--- config.mk ---
export PLATFORM = sky130hd
export DESIGN_NAME = idf_top
export DESIGN_NICKNAME = d
export VERILOG_FILES = /design/src/idf_pkg.sv /design/src/idf_chan.sv /design/src/idf_top.sv
export SDC_FILE = /design/constraint.sdc
export NUM_CORES = 2
export LEC_CHECK = 0
export BUFFER_PORTS_ARGS = -buffer_cell sky130_fd_sc_hd__buf_2
export CAP_MARGIN = 15
export CORE_ASPECT_RATIO = 2
export CORE_MARGIN = 1.5
export CORE_UTILIZATION = 62
export CTS_CLUSTER_SIZE = 40
export DETAILED_ROUTE_END_ITERATION = 10
export PLACE_DENSITY = 0.8
export SLEW_MARGIN = 30
export SYNTH_ARGS = -nofsm -noshare
export SYNTH_HDL_FRONTEND = slang
export SYNTH_SLANG_ARGS = --single-unit
--- constraint.sdc ---
create_clock -name core_clk_in -period 17.3 [get_ports core_clk_in]
set_clock_uncertainty 0.05 [all_clocks]
set_input_delay 1.73 -clock core_clk_in [delete_from_list [all_inputs] [get_ports core_clk_in]]
set_output_delay 1.73 -clock core_clk_in [all_outputs]
set_load 0.05 [all_outputs]
--- src/idf_pkg.sv ---
// package for the input debounce filter: constants and carrier types
package idf_pkg;
  localparam int unsigned IDF_NUM_INPUTS = 8;
  localparam int unsigned IDF_SET_W = 16;
  localparam int unsigned IDF_SEL_W = 3;
  localparam int unsigned IDF_CLK_MHZ = 250;
  localparam int unsigned IDF_TICK_SERVO_US = 125;
  localparam int unsigned IDF_TICK_OTHER_US = 100;
  localparam int unsigned IDF_TICK_SERVO_CYC = IDF_TICK_SERVO_US * IDF_CLK_MHZ;
  localparam int unsigned IDF_TICK_OTHER_CYC = IDF_TICK_OTHER_US * IDF_CLK_MHZ;
  localparam int unsigned IDF_DIV_W = 15;
  localparam logic [15:0] IDF_SET_RST = 16'h0000;

  typedef struct packed {
    logic wr;
    logic [2:0] sel;
    logic [15:0] value;
  } idf_set_wr_t;

  typedef struct packed {
    logic start;
    logic [2:0] sel;
    logic level;
  } idf_wait_cmd_t;

  typedef enum logic [1:0] {
    IDF_W_IDLE = 2'b01,
    IDF_W_BUSY = 2'b10
  } idf_wait_st_t;
endpackage : idf_pkg

--- src/idf_chan.sv ---
// one debounce channel: saturating up/down counter with threshold
`timescale 1ns/1ps
`default_nettype none
module idf_chan
(
  input wire logic core_clk_in,
  input wire logic sys_rst_in,
  input wire logic tick_in,
  input wire logic raw_in,
  input wire logic [15:0] setting_in,
  output logic state_out
);
  logic [15:0] cnt_ff;
  logic [15:0] nxt_cnt;
  logic filt_ff;
  logic nxt_filt;
  wire bypass = (setting_in == 16'h0000);
  wire at_top = (cnt_ff >= setting_in);
  wire at_zero = (cnt_ff == 16'h0000);

  // saturating count; clamp when threshold lowered below count
  assign nxt_cnt = bypass ? 16'h0000 :
    raw_in ? (at_top ? setting_in : cnt_ff + 16'h0001) :
    (at_zero ? 16'h0000 : (at_top ? setting_in - 16'h0001 : cnt_ff - 16'h0001));
  // threshold reached sets, zero clears, otherwise hold
  assign nxt_filt = (nxt_cnt == setting_in) ? 1'b1 :
    (nxt_cnt == 16'h0000) ? 1'b0 : filt_ff;

  always_ff @(posedge core_clk_in or posedge sys_rst_in)
  begin
    if (sys_rst_in)
    begin
      cnt_ff <= 16'h0000;
      filt_ff <= 1'b0;
    end
    else if (tick_in)
    begin
      cnt_ff <= nxt_cnt;
      filt_ff <= bypass ? raw_in : nxt_filt;
    end
  end

  // bypass still tracks raw so re-enable starts from a sane state
  assign state_out = bypass ? raw_in : filt_ff;

  // checked after each non-bypass tick: a lowered threshold clamps on the next tick, not at once
  a_cnt_bound: assert property (@(posedge core_clk_in) disable iff (sys_rst_in)
    (tick_in && !bypass) |=> (cnt_ff <= $past(setting_in)))
    else $error("counter above threshold");
  a_filt_high: assert property (@(posedge core_clk_in) disable iff (sys_rst_in)
    (tick_in && !bypass && nxt_cnt == setting_in) |=> filt_ff)
    else $error("state not set at threshold");
  a_filt_low: assert property (@(posedge core_clk_in) disable iff (sys_rst_in)
    (tick_in && !bypass && nxt_cnt == 16'h0000) |=> !filt_ff)
    else $error("state not cleared at zero");
  a_filt_hold: assert property (@(posedge core_clk_in) disable iff (sys_rst_in)
    !tick_in |=> $stable(filt_ff))
    else $error("state moved without tick");
endmodule : idf_chan
`default_nettype wire

--- src/idf_top.sv ---
// input debounce filter top: tick divider, settings, channels, wait command
// Functional notes
// - each selected input has its own threshold setting and counter.
// - each tick, counter rises when raw high, falls when raw low.
// - threshold equals programmed setting in ticks.
// - state goes high at threshold, low at zero, else holds.
// - setting zero bypasses filter; raw level passes straight through.
// - tick period is 125 us for servo variants, else 100 us.
// - reset leaves every filter disabled.
// - read and wait commands see only the filtered state.
// - wait completes at once when filtered state already matches.
// - clean change appears exactly threshold ticks after raw change.
// - filter averages; noise drifts toward majority and lengthens lag.
// - settings persist after save, unless variant is volatile.
`timescale 1ns/1ps
`default_nettype none
module idf_top
(
  input wire logic core_clk_in,
  input wire logic sys_rst_in,
  input wire logic servo_variant_in,
  input wire logic volatile_variant_in,
  input wire logic [7:0] raw_pins_in,
  input wire idf_pkg::idf_set_wr_t set_wr_in,
  input wire logic [2:0] rd_sel_in,
  output logic [15:0] rd_setting_out,
  output logic [7:0] filt_state_out,
  input wire logic save_settings_cmd_in,
  output logic save_req_out,
  output logic [127:0] save_data_out,
  input wire logic restore_valid_in,
  input wire logic [127:0] restore_data_in,
  input wire idf_pkg::idf_wait_cmd_t wait_input_level_cmd_in,
  output logic wait_busy_out,
  output logic wait_done_out
);
  logic [7:0] raw_s1_ff;
  logic [7:0] raw_s2_ff;
  logic [14:0] div_ff;
  logic tick_ff;
  logic [15:0] set_ff [8];
  logic [15:0] rd_ff;
  logic [7:0] filt_w;
  logic save_ff;
  logic [127:0] save_data_ff;
  logic done_ff;
  idf_pkg::idf_wait_st_t wst_ff;
  logic [2:0] wsel_ff;
  logic wlvl_ff;

  always_ff @(posedge core_clk_in or posedge sys_rst_in)
  begin
    if (sys_rst_in)
    begin
      raw_s1_ff <= 8'h00;
      raw_s2_ff <= 8'h00;
    end
    else
    begin
      raw_s1_ff <= raw_pins_in;
      raw_s2_ff <= raw_s1_ff;
    end
  end

  // tick period chosen per variant
  wire [14:0] div_last = servo_variant_in ?
    15'(idf_pkg::IDF_TICK_SERVO_CYC - 1) : 15'(idf_pkg::IDF_TICK_OTHER_CYC - 1);
  wire div_wrap = (div_ff >= div_last);

  always_ff @(posedge core_clk_in or posedge sys_rst_in)
  begin
    if (sys_rst_in)
    begin
      div_ff <= 15'h0000;
      tick_ff <= 1'b0;
    end
    else
    begin
      div_ff <= div_wrap ? 15'h0000 : div_ff + 15'h0001;
      tick_ff <= div_wrap;
    end
  end

  // settings: reset disables all; restore reloads only on non-volatile variants
  wire restore_ok = restore_valid_in && !volatile_variant_in;
  always_ff @(posedge core_clk_in or posedge sys_rst_in)
  begin
    if (sys_rst_in)
    begin
      for (int i = 0; i < 8; i++)
      begin
        set_ff[i] <= idf_pkg::IDF_SET_RST;
      end
    end
    else if (restore_ok)
    begin
      for (int i = 0; i < 8; i++)
      begin
        set_ff[i] <= restore_data_in[i*16 +: 16];
      end
    end
    else if (set_wr_in.wr)
    begin
      set_ff[set_wr_in.sel] <= set_wr_in.value;
    end
  end

  always_ff @(posedge core_clk_in or posedge sys_rst_in)
  begin
    if (sys_rst_in)
    begin
      rd_ff <= 16'h0000;
    end
    else
    begin
      rd_ff <= set_ff[rd_sel_in];
    end
  end
  assign rd_setting_out = rd_ff;

  // save snapshot goes to external non-volatile store
  always_ff @(posedge core_clk_in or posedge sys_rst_in)
  begin
    if (sys_rst_in)
    begin
      save_ff <= 1'b0;
      save_data_ff <= 128'h0;
    end
    else
    begin
      save_ff <= save_settings_cmd_in && !volatile_variant_in;
      if (save_settings_cmd_in)
      begin
        for (int i = 0; i < 8; i++)
        begin
          save_data_ff[i*16 +: 16] <= set_ff[i];
        end
      end
    end
  end
  assign save_req_out = save_ff;
  assign save_data_out = save_data_ff;

  for (genvar g = 0; g < 8; g++)
  begin : g_chan
    idf_chan u_chan
    (
      .core_clk_in(core_clk_in),
      .sys_rst_in(sys_rst_in),
      .tick_in(tick_ff),
      .raw_in(raw_s2_ff[g]),
      .setting_in(set_ff[g]),
      .state_out(filt_w[g])
    );
  end
  assign filt_state_out = filt_w;

  // wait command: compares against filtered state only
  wire start_match = filt_w[wait_input_level_cmd_in.sel] == wait_input_level_cmd_in.level;
  wire busy_match = filt_w[wsel_ff] == wlvl_ff;

  always_ff @(posedge core_clk_in or posedge sys_rst_in)
  begin
    if (sys_rst_in)
    begin
      wst_ff <= idf_pkg::IDF_W_IDLE;
      wsel_ff <= 3'h0;
      wlvl_ff <= 1'b0;
      done_ff <= 1'b0;
    end
    else
    begin
      done_ff <= 1'b0;
      unique case (wst_ff)
        idf_pkg::IDF_W_IDLE:
        begin
          if (wait_input_level_cmd_in.start)
          begin
            wsel_ff <= wait_input_level_cmd_in.sel;
            wlvl_ff <= wait_input_level_cmd_in.level;
            if (start_match)
            begin
              done_ff <= 1'b1;
            end
            else
            begin
              wst_ff <= idf_pkg::IDF_W_BUSY;
            end
          end
        end
        idf_pkg::IDF_W_BUSY:
        begin
          if (busy_match)
          begin
            done_ff <= 1'b1;
            wst_ff <= idf_pkg::IDF_W_IDLE;
          end
        end
        default:
        begin
          wst_ff <= idf_pkg::IDF_W_IDLE;
        end
      endcase
    end
  end
  assign wait_done_out = done_ff;
  assign wait_busy_out = (wst_ff == idf_pkg::IDF_W_BUSY);

  a_wait_fast: assert property (@(posedge core_clk_in) disable iff (sys_rst_in)
    (wst_ff == idf_pkg::IDF_W_IDLE && wait_input_level_cmd_in.start && start_match)
    |=> (done_ff && wst_ff == idf_pkg::IDF_W_IDLE))
    else $error("matching wait not done at once");
  a_wait_filt: assert property (@(posedge core_clk_in) disable iff (sys_rst_in)
    (wst_ff == idf_pkg::IDF_W_BUSY && busy_match) |=> done_ff)
    else $error("wait missed filtered match");
  a_tick_gap: assert property (@(posedge core_clk_in) disable iff (sys_rst_in)
    tick_ff |=> !tick_ff [*8])
    else $error("ticks too close");
  a_save_vol: assert property (@(posedge core_clk_in) disable iff (sys_rst_in)
    (save_settings_cmd_in && volatile_variant_in) |=> !save_req_out)
    else $error("volatile variant saved");
  a_rd_back: assert property (@(posedge core_clk_in) disable iff (sys_rst_in)
    (set_wr_in.wr && !restore_ok) ##1 (rd_sel_in == $past(set_wr_in.sel))
    |=> rd_setting_out == $past(set_wr_in.value, 2))
    else $error("setting not read back");
endmodule : idf_top
`default_nettype wire

==> results.toml, run 1 <==
[status]
outcome = "stopped before the end"
stop_stage = "5_1_grt"
firstError = "[ERROR GRT-0116] Global routing finished with congestion. Check the congestion regions in the DRC Viewer."

[synthesis]
ys_seq_elements = 448
synth_edf_count = 0
synth_ff_type = "dfrtp_1"
async_flop_share = 1.00
yosys.cell_types.count = 117
synth_area_per_cell_um2 = 8.11
syn_inst = 4907
ys_seq_area_frac = 0.282
synth_warnings = 0
synth_area_um2 = 39800
syn_nets = 5241

[global_routing]
grt_overflow = 175
grt_pass1_vias = 46300
grt_max_degree = 257
track_usage = 0.671
grt_pass1_wl_mm = 325

[place]
place_hpwl_mm = 141
postPlaceCellArea_um2 = 41300
io_buffers = 324
gp_congestion = 1.17

[cts]
post-cts-setup-buffers = 0
htreeDepth = 2
cts_made_buffers = 44
cts_buffer_depth = 3
ctsHoldBuffers = 0
cts_root_buffer = "clkbuf_16"
clock_sinks = 448
cts_resized = 0

[die]
rows = 131
ios = 325
dieWidth_um = 182
initial_core_util = 0.626
dieHeight_um = 361
Yosys cell counts, drive strengths merged, types with 12 or more instances:
| cell type | n | area (µm²) |
|---|---|---|
| a2111oi | 18 | 170 |
| nand4 | 109 | 688 |
| nor2 | 366 | 1390 |
| nor3 | 182 | 926 |
| or3 | 58 | 364 |
| mux2 | 178 | 2000 |
| a22oi | 23 | 173 |
| o21a | 22 | 165 |
| and4 | 15 | 134 |
| buf | 85 | 542 |
| nor2b | 16 | 100 |
| or4 | 32 | 259 |
| a2bb2oi | 17 | 155 |
| clkbuf | 360 | 1410 |
| a311oi | 12 | 123 |
| a32oi | 15 | 139 |
| mux4 | 36 | 815 |
| o32ai | 13 | 114 |
| mux2i | 195 | 1950 |
| a221oi | 20 | 175 |
| a211oi | 37 | 283 |
| or2 | 14 | 87.6 |
| nand3 | 172 | 866 |
| nor4 | 80 | 513 |
| a21o | 15 | 113 |
| xnor2 | 232 | 2030 |
| a21oi | 322 | 1620 |
| nand2 | 479 | 1810 |
| nor3b | 16 | 120 |
| o21ai | 364 | 1840 |
| inv | 203 | 762 |
| and2 | 24 | 153 |
| and3 | 38 | 238 |
| a21boi | 14 | 105 |
| o2111ai | 17 | 149 |
| o211ai | 38 | 285 |
| o22ai | 54 | 338 |
| xor2 | 81 | 709 |
| o31ai | 33 | 258 |
| dfrtp | 447 | 11200 |
| a31oi | 78 | 488 |
| ha | 164 | 2050 |
| nand2b | 23 | 151 |
cell families after synthesis:
kind of cell / count (synthesis) / synth area share
simple gates: 1662 / 0.206
compound gates: 1260 / 0.203
buf+inv: 651 / 0.0686
flops: 448 / 0.282
mux: 409 / 0.120
xor+xnor: 313 / 0.0689
fa+ha+maj: 164 / 0.0516
per-layer routing:
layer  track usage  overflow
met1         0.662         2
met2         0.898        95
met3         0.441         3
met4         0.695        74
met5         0.122         1
metrics by stage:
stage	instances	setup WS, ns
after floorplan	4907	3.04
after global placement	5678	10.84
after detailed placement	5678	10.81
after CTS	5760	10.77
==> inputs of run 2 (changes only) <==
--- a/config.mk
+++ b/config.mk
@@ -7,12 +7,10 @@
 export LEC_CHECK = 0
 export BUFFER_PORTS_ARGS = -buffer_cell sky130_fd_sc_hd__buf_2
 export CAP_MARGIN = 15
-export CORE_ASPECT_RATIO = 2
 export CORE_MARGIN = 1.5
-export CORE_UTILIZATION = 62
-export CTS_CLUSTER_SIZE = 40
+export CORE_UTILIZATION = 40
 export DETAILED_ROUTE_END_ITERATION = 10
-export PLACE_DENSITY = 0.8
+export PLACE_DENSITY_LB_ADDON = 0.15
 export SLEW_MARGIN = 30
 export SYNTH_ARGS = -nofsm -noshare
 export SYNTH_HDL_FRONTEND = slang
==> run 2 against run 1 <==
  * The flow now finishes without violations
  * Synthesized cell count did not move
  * Area after synthesis did not move
==> results.toml, run 2 <==
[global_routing]
track_usage = 0.343
antenna_found_initial = 18
grt_pass1_vias = 38000
grt_pass1_wl_mm = 263
grt_max_degree = 187
grt_overflow = 0

[synthesis]
synth_top_area_cell = "dfrtp_1"
synth_top_family_by_area = "simple AND/OR/NAND/NOR gates"
synth_warnings = 0
synthSimpleGateAreaFrac = 0.206
ys_seq_elements = 448
synth-compound-area-share = 0.203
ys_seq_area_frac = 0.282
muxShareOfSynthArea = 0.120
synthAdderAreaFrac = 0.0516
yosys.cell_types.count = 117
synth_top_area_frac = 0.281
synth_area_per_cell_um2 = 8.11
async_flop_share = 1.00
synth_xor_area_frac = 0.0689
syn_inst = 4907
synth_ff_type = "dfrtp_1"
synth_area_um2 = 39800
syn_nets = 5241
synth_most_common_cell = "nand2_1"
synth_edf_count = 0
synthTopCellsByArea = "dfrtp_1, ha_1, xnor2_1"
netlist_top_cells_count = "nand2_1, dfrtp_1, nor2_1"

[cts]
post-cts-setup-buffers = 0
cts_tree = "yes"
ctsHoldBuffers = 0
cts_made_buffers = 57
cts_root_buffer = "clkbuf_16"
worstSkewPairLatency_ns = 0.69
cts_buffer_depth = 3
cts_resized = 0
cts.reportedPaths.clkPinSlew_ns = 0.07
clock_sinks = 448
htreeDepth = 2

[cells_and_area]
nets = 5265
syn2layout_area_growth_pct = 10.5
instances_no_fill = 6273
final_common_cell = "nand2_1"
regArea_um2 = 11200
fill_cells = 9961
layout_common_cells = "nand2_1, dfrtp_1, nor2_1, o21ai_0, buf_2"
drive_gt1_frac = 0.166
multi_input_area_um2 = 25900
stdcell_area_um2 = 43900

[route]
drt_pass1_iterations = 6
post_drt_wl_per_cell_um = 28.6
vias_per_cell = 6.50
drc = 0
drtIter0Drc = 5745
wl_mm = 180
num_vias = 40800
antenna_left = 0

[status]
outcome = "finished clean"

[critical_path]
crit_fanout = 28
crit_path_end_kind = "register"
worstSetupPathType = "reg -> reg"
cp_data_arrival_time_ns = 7.27
critPathLaunchType = "register"
worst_ep_required_time_ns = 17.82

[place]
postPlaceCellArea_um2 = 41800
place_hpwl_mm = 131
gp_congestion = 1.03
io_buffers = 324
dp.cells = 6157

[die]
coreArea_um2 = 98400
initial_core_util = 0.404
ios = 325
dieHeight_um = 318
dieWidth_um = 318
rows = 115
fp.dieArea_um2 = 101000

[power_and_ir_drop]
power_density_nw_per_um2 = 179
leakagePower_nw = 18.3
max-vdd-ir-drop_mv = 0.102
p_total_mw = 7.88

[sta]
setup_tns_ns = 0
worst_slew_pin_slew_ns = 1.01
slew_headroom = 0.314
period_needed_ns = 6.75
hold_viol_final = 0
finalSetupViolCount = 0
timing.final.crit_share = 0.390
slew_violations = 0
rsz0062_at_grt = "no"
fmax_mhz = 148

[min_path]
hp-class = "reg -> reg"

[flow_run]
maxCapViolCount = 0
-- run 2: cell counts after synthesis --
Identical to the previous run, type by type.
-- run 2: stage by stage --
stage | hold WS, ns | setup WS, ns | utilization
floorplan | 0.281 | 3.04 | -
global placement | 0.284 | 10.86 | 0.425
detailed placement | 0.286 | 10.81 | 0.425
CTS | 0.302 | 10.78 | 0.445
global route | 0.305 | 10.30 | 0.446
finish | 0.300 | 10.55 | 0.446
-- run 2: cells by family after synthesis --
| kind of cell | Yosys count |
|---|---|
| AND/OR/NAND/NOR | 1662 |
| buffers and inverters | 651 |
| adder cells (fa/ha/maj) | 164 |
| flip-flops | 448 |
| XOR/XNOR | 313 |
| AO/OA/AOI/OAI | 1260 |
| multiplexers | 409 |
-- run 2: path summary, 6_finish.rpt --
kind / end / from / cells after the start / slack, ns
max in group asynchronous: g_chan[6].u_chan.cnt_ff[7] / sys_rst_in / 5 / 13.98
worst max-delay path: g_chan[4].u_chan.filt_ff / set_ff[59] / 20 / 10.55
worst max register to register: g_chan[4].u_chan.filt_ff / set_ff[59] / 20 / 10.55
worst min register to register: raw_s2_ff[4] / raw_s1_ff[4] / 0 / 0.30
worst min-delay path: raw_s2_ff[4] / raw_s1_ff[4] / 0 / 0.30
min in group asynchronous: raw_s1_ff[2] / sys_rst_in / 2 / 1.13
-- run 2: cell type report --
type	count	area share
Inverter	206	0.0178
Tap cell	1287	0.0366
Multi-Input combinational cell	3808	0.590
Antenna cell	6	0.000342
Clock inverter	37	0.00997
Sequential cell	448	0.255
Timing Repair Buffer	410	0.0534
Clock buffer	71	0.0364
-- run 2: worst max-delay path, stage by stage (launching register included) --
cell and delay, ns:
dfrtp_1 0.71, inv_1 0.17, ha_1 0.34, a21oi_1 0.15, o21ai_0 0.14, a22oi_1 0.62, and2_1 0.65, buf_4 0.43
nor2_1 0.07, a21oi_1 0.13, ha_1 0.35, nor4b_4 0.52, nand3_1 0.22, or4_1 0.52, xnor2_1 0.17, mux2i_1 0.12
nand2_1 0.11, nand4bb_1 0.11, or4b_1 0.56, a221o_1 0.31, a41o_1 0.20
-- run 2: power breakdown --
| group | total [mW] | leakage, nW | switching [mW] | internal [mW] |
|---|---|---|---|---|
| combinational | 4.61 | 11.7 | 2.94 | 1.67 |
| sequential | 1.95 | 5.57 | 0.650 | 1.30 |
| clock | 1.32 | 0.973 | 0.549 | 0.767 |
-- run 2: routing by layer --
metal | share of wire | routed length (µm) | vias up | global-route usage
li1 | - | - | 18000 | -
met1 | 0.43 | 77900 | 19800 | 0.489
met2 | 0.42 | 75000 | 2511 | 0.495
met3 | 0.11 | 19100 | 445 | 0.0815
met4 | 0.041 | 7430 | 12 | 0.135
met5 | 0.00042 | 75 | - | 0
(Power assumes the default switching activity.)
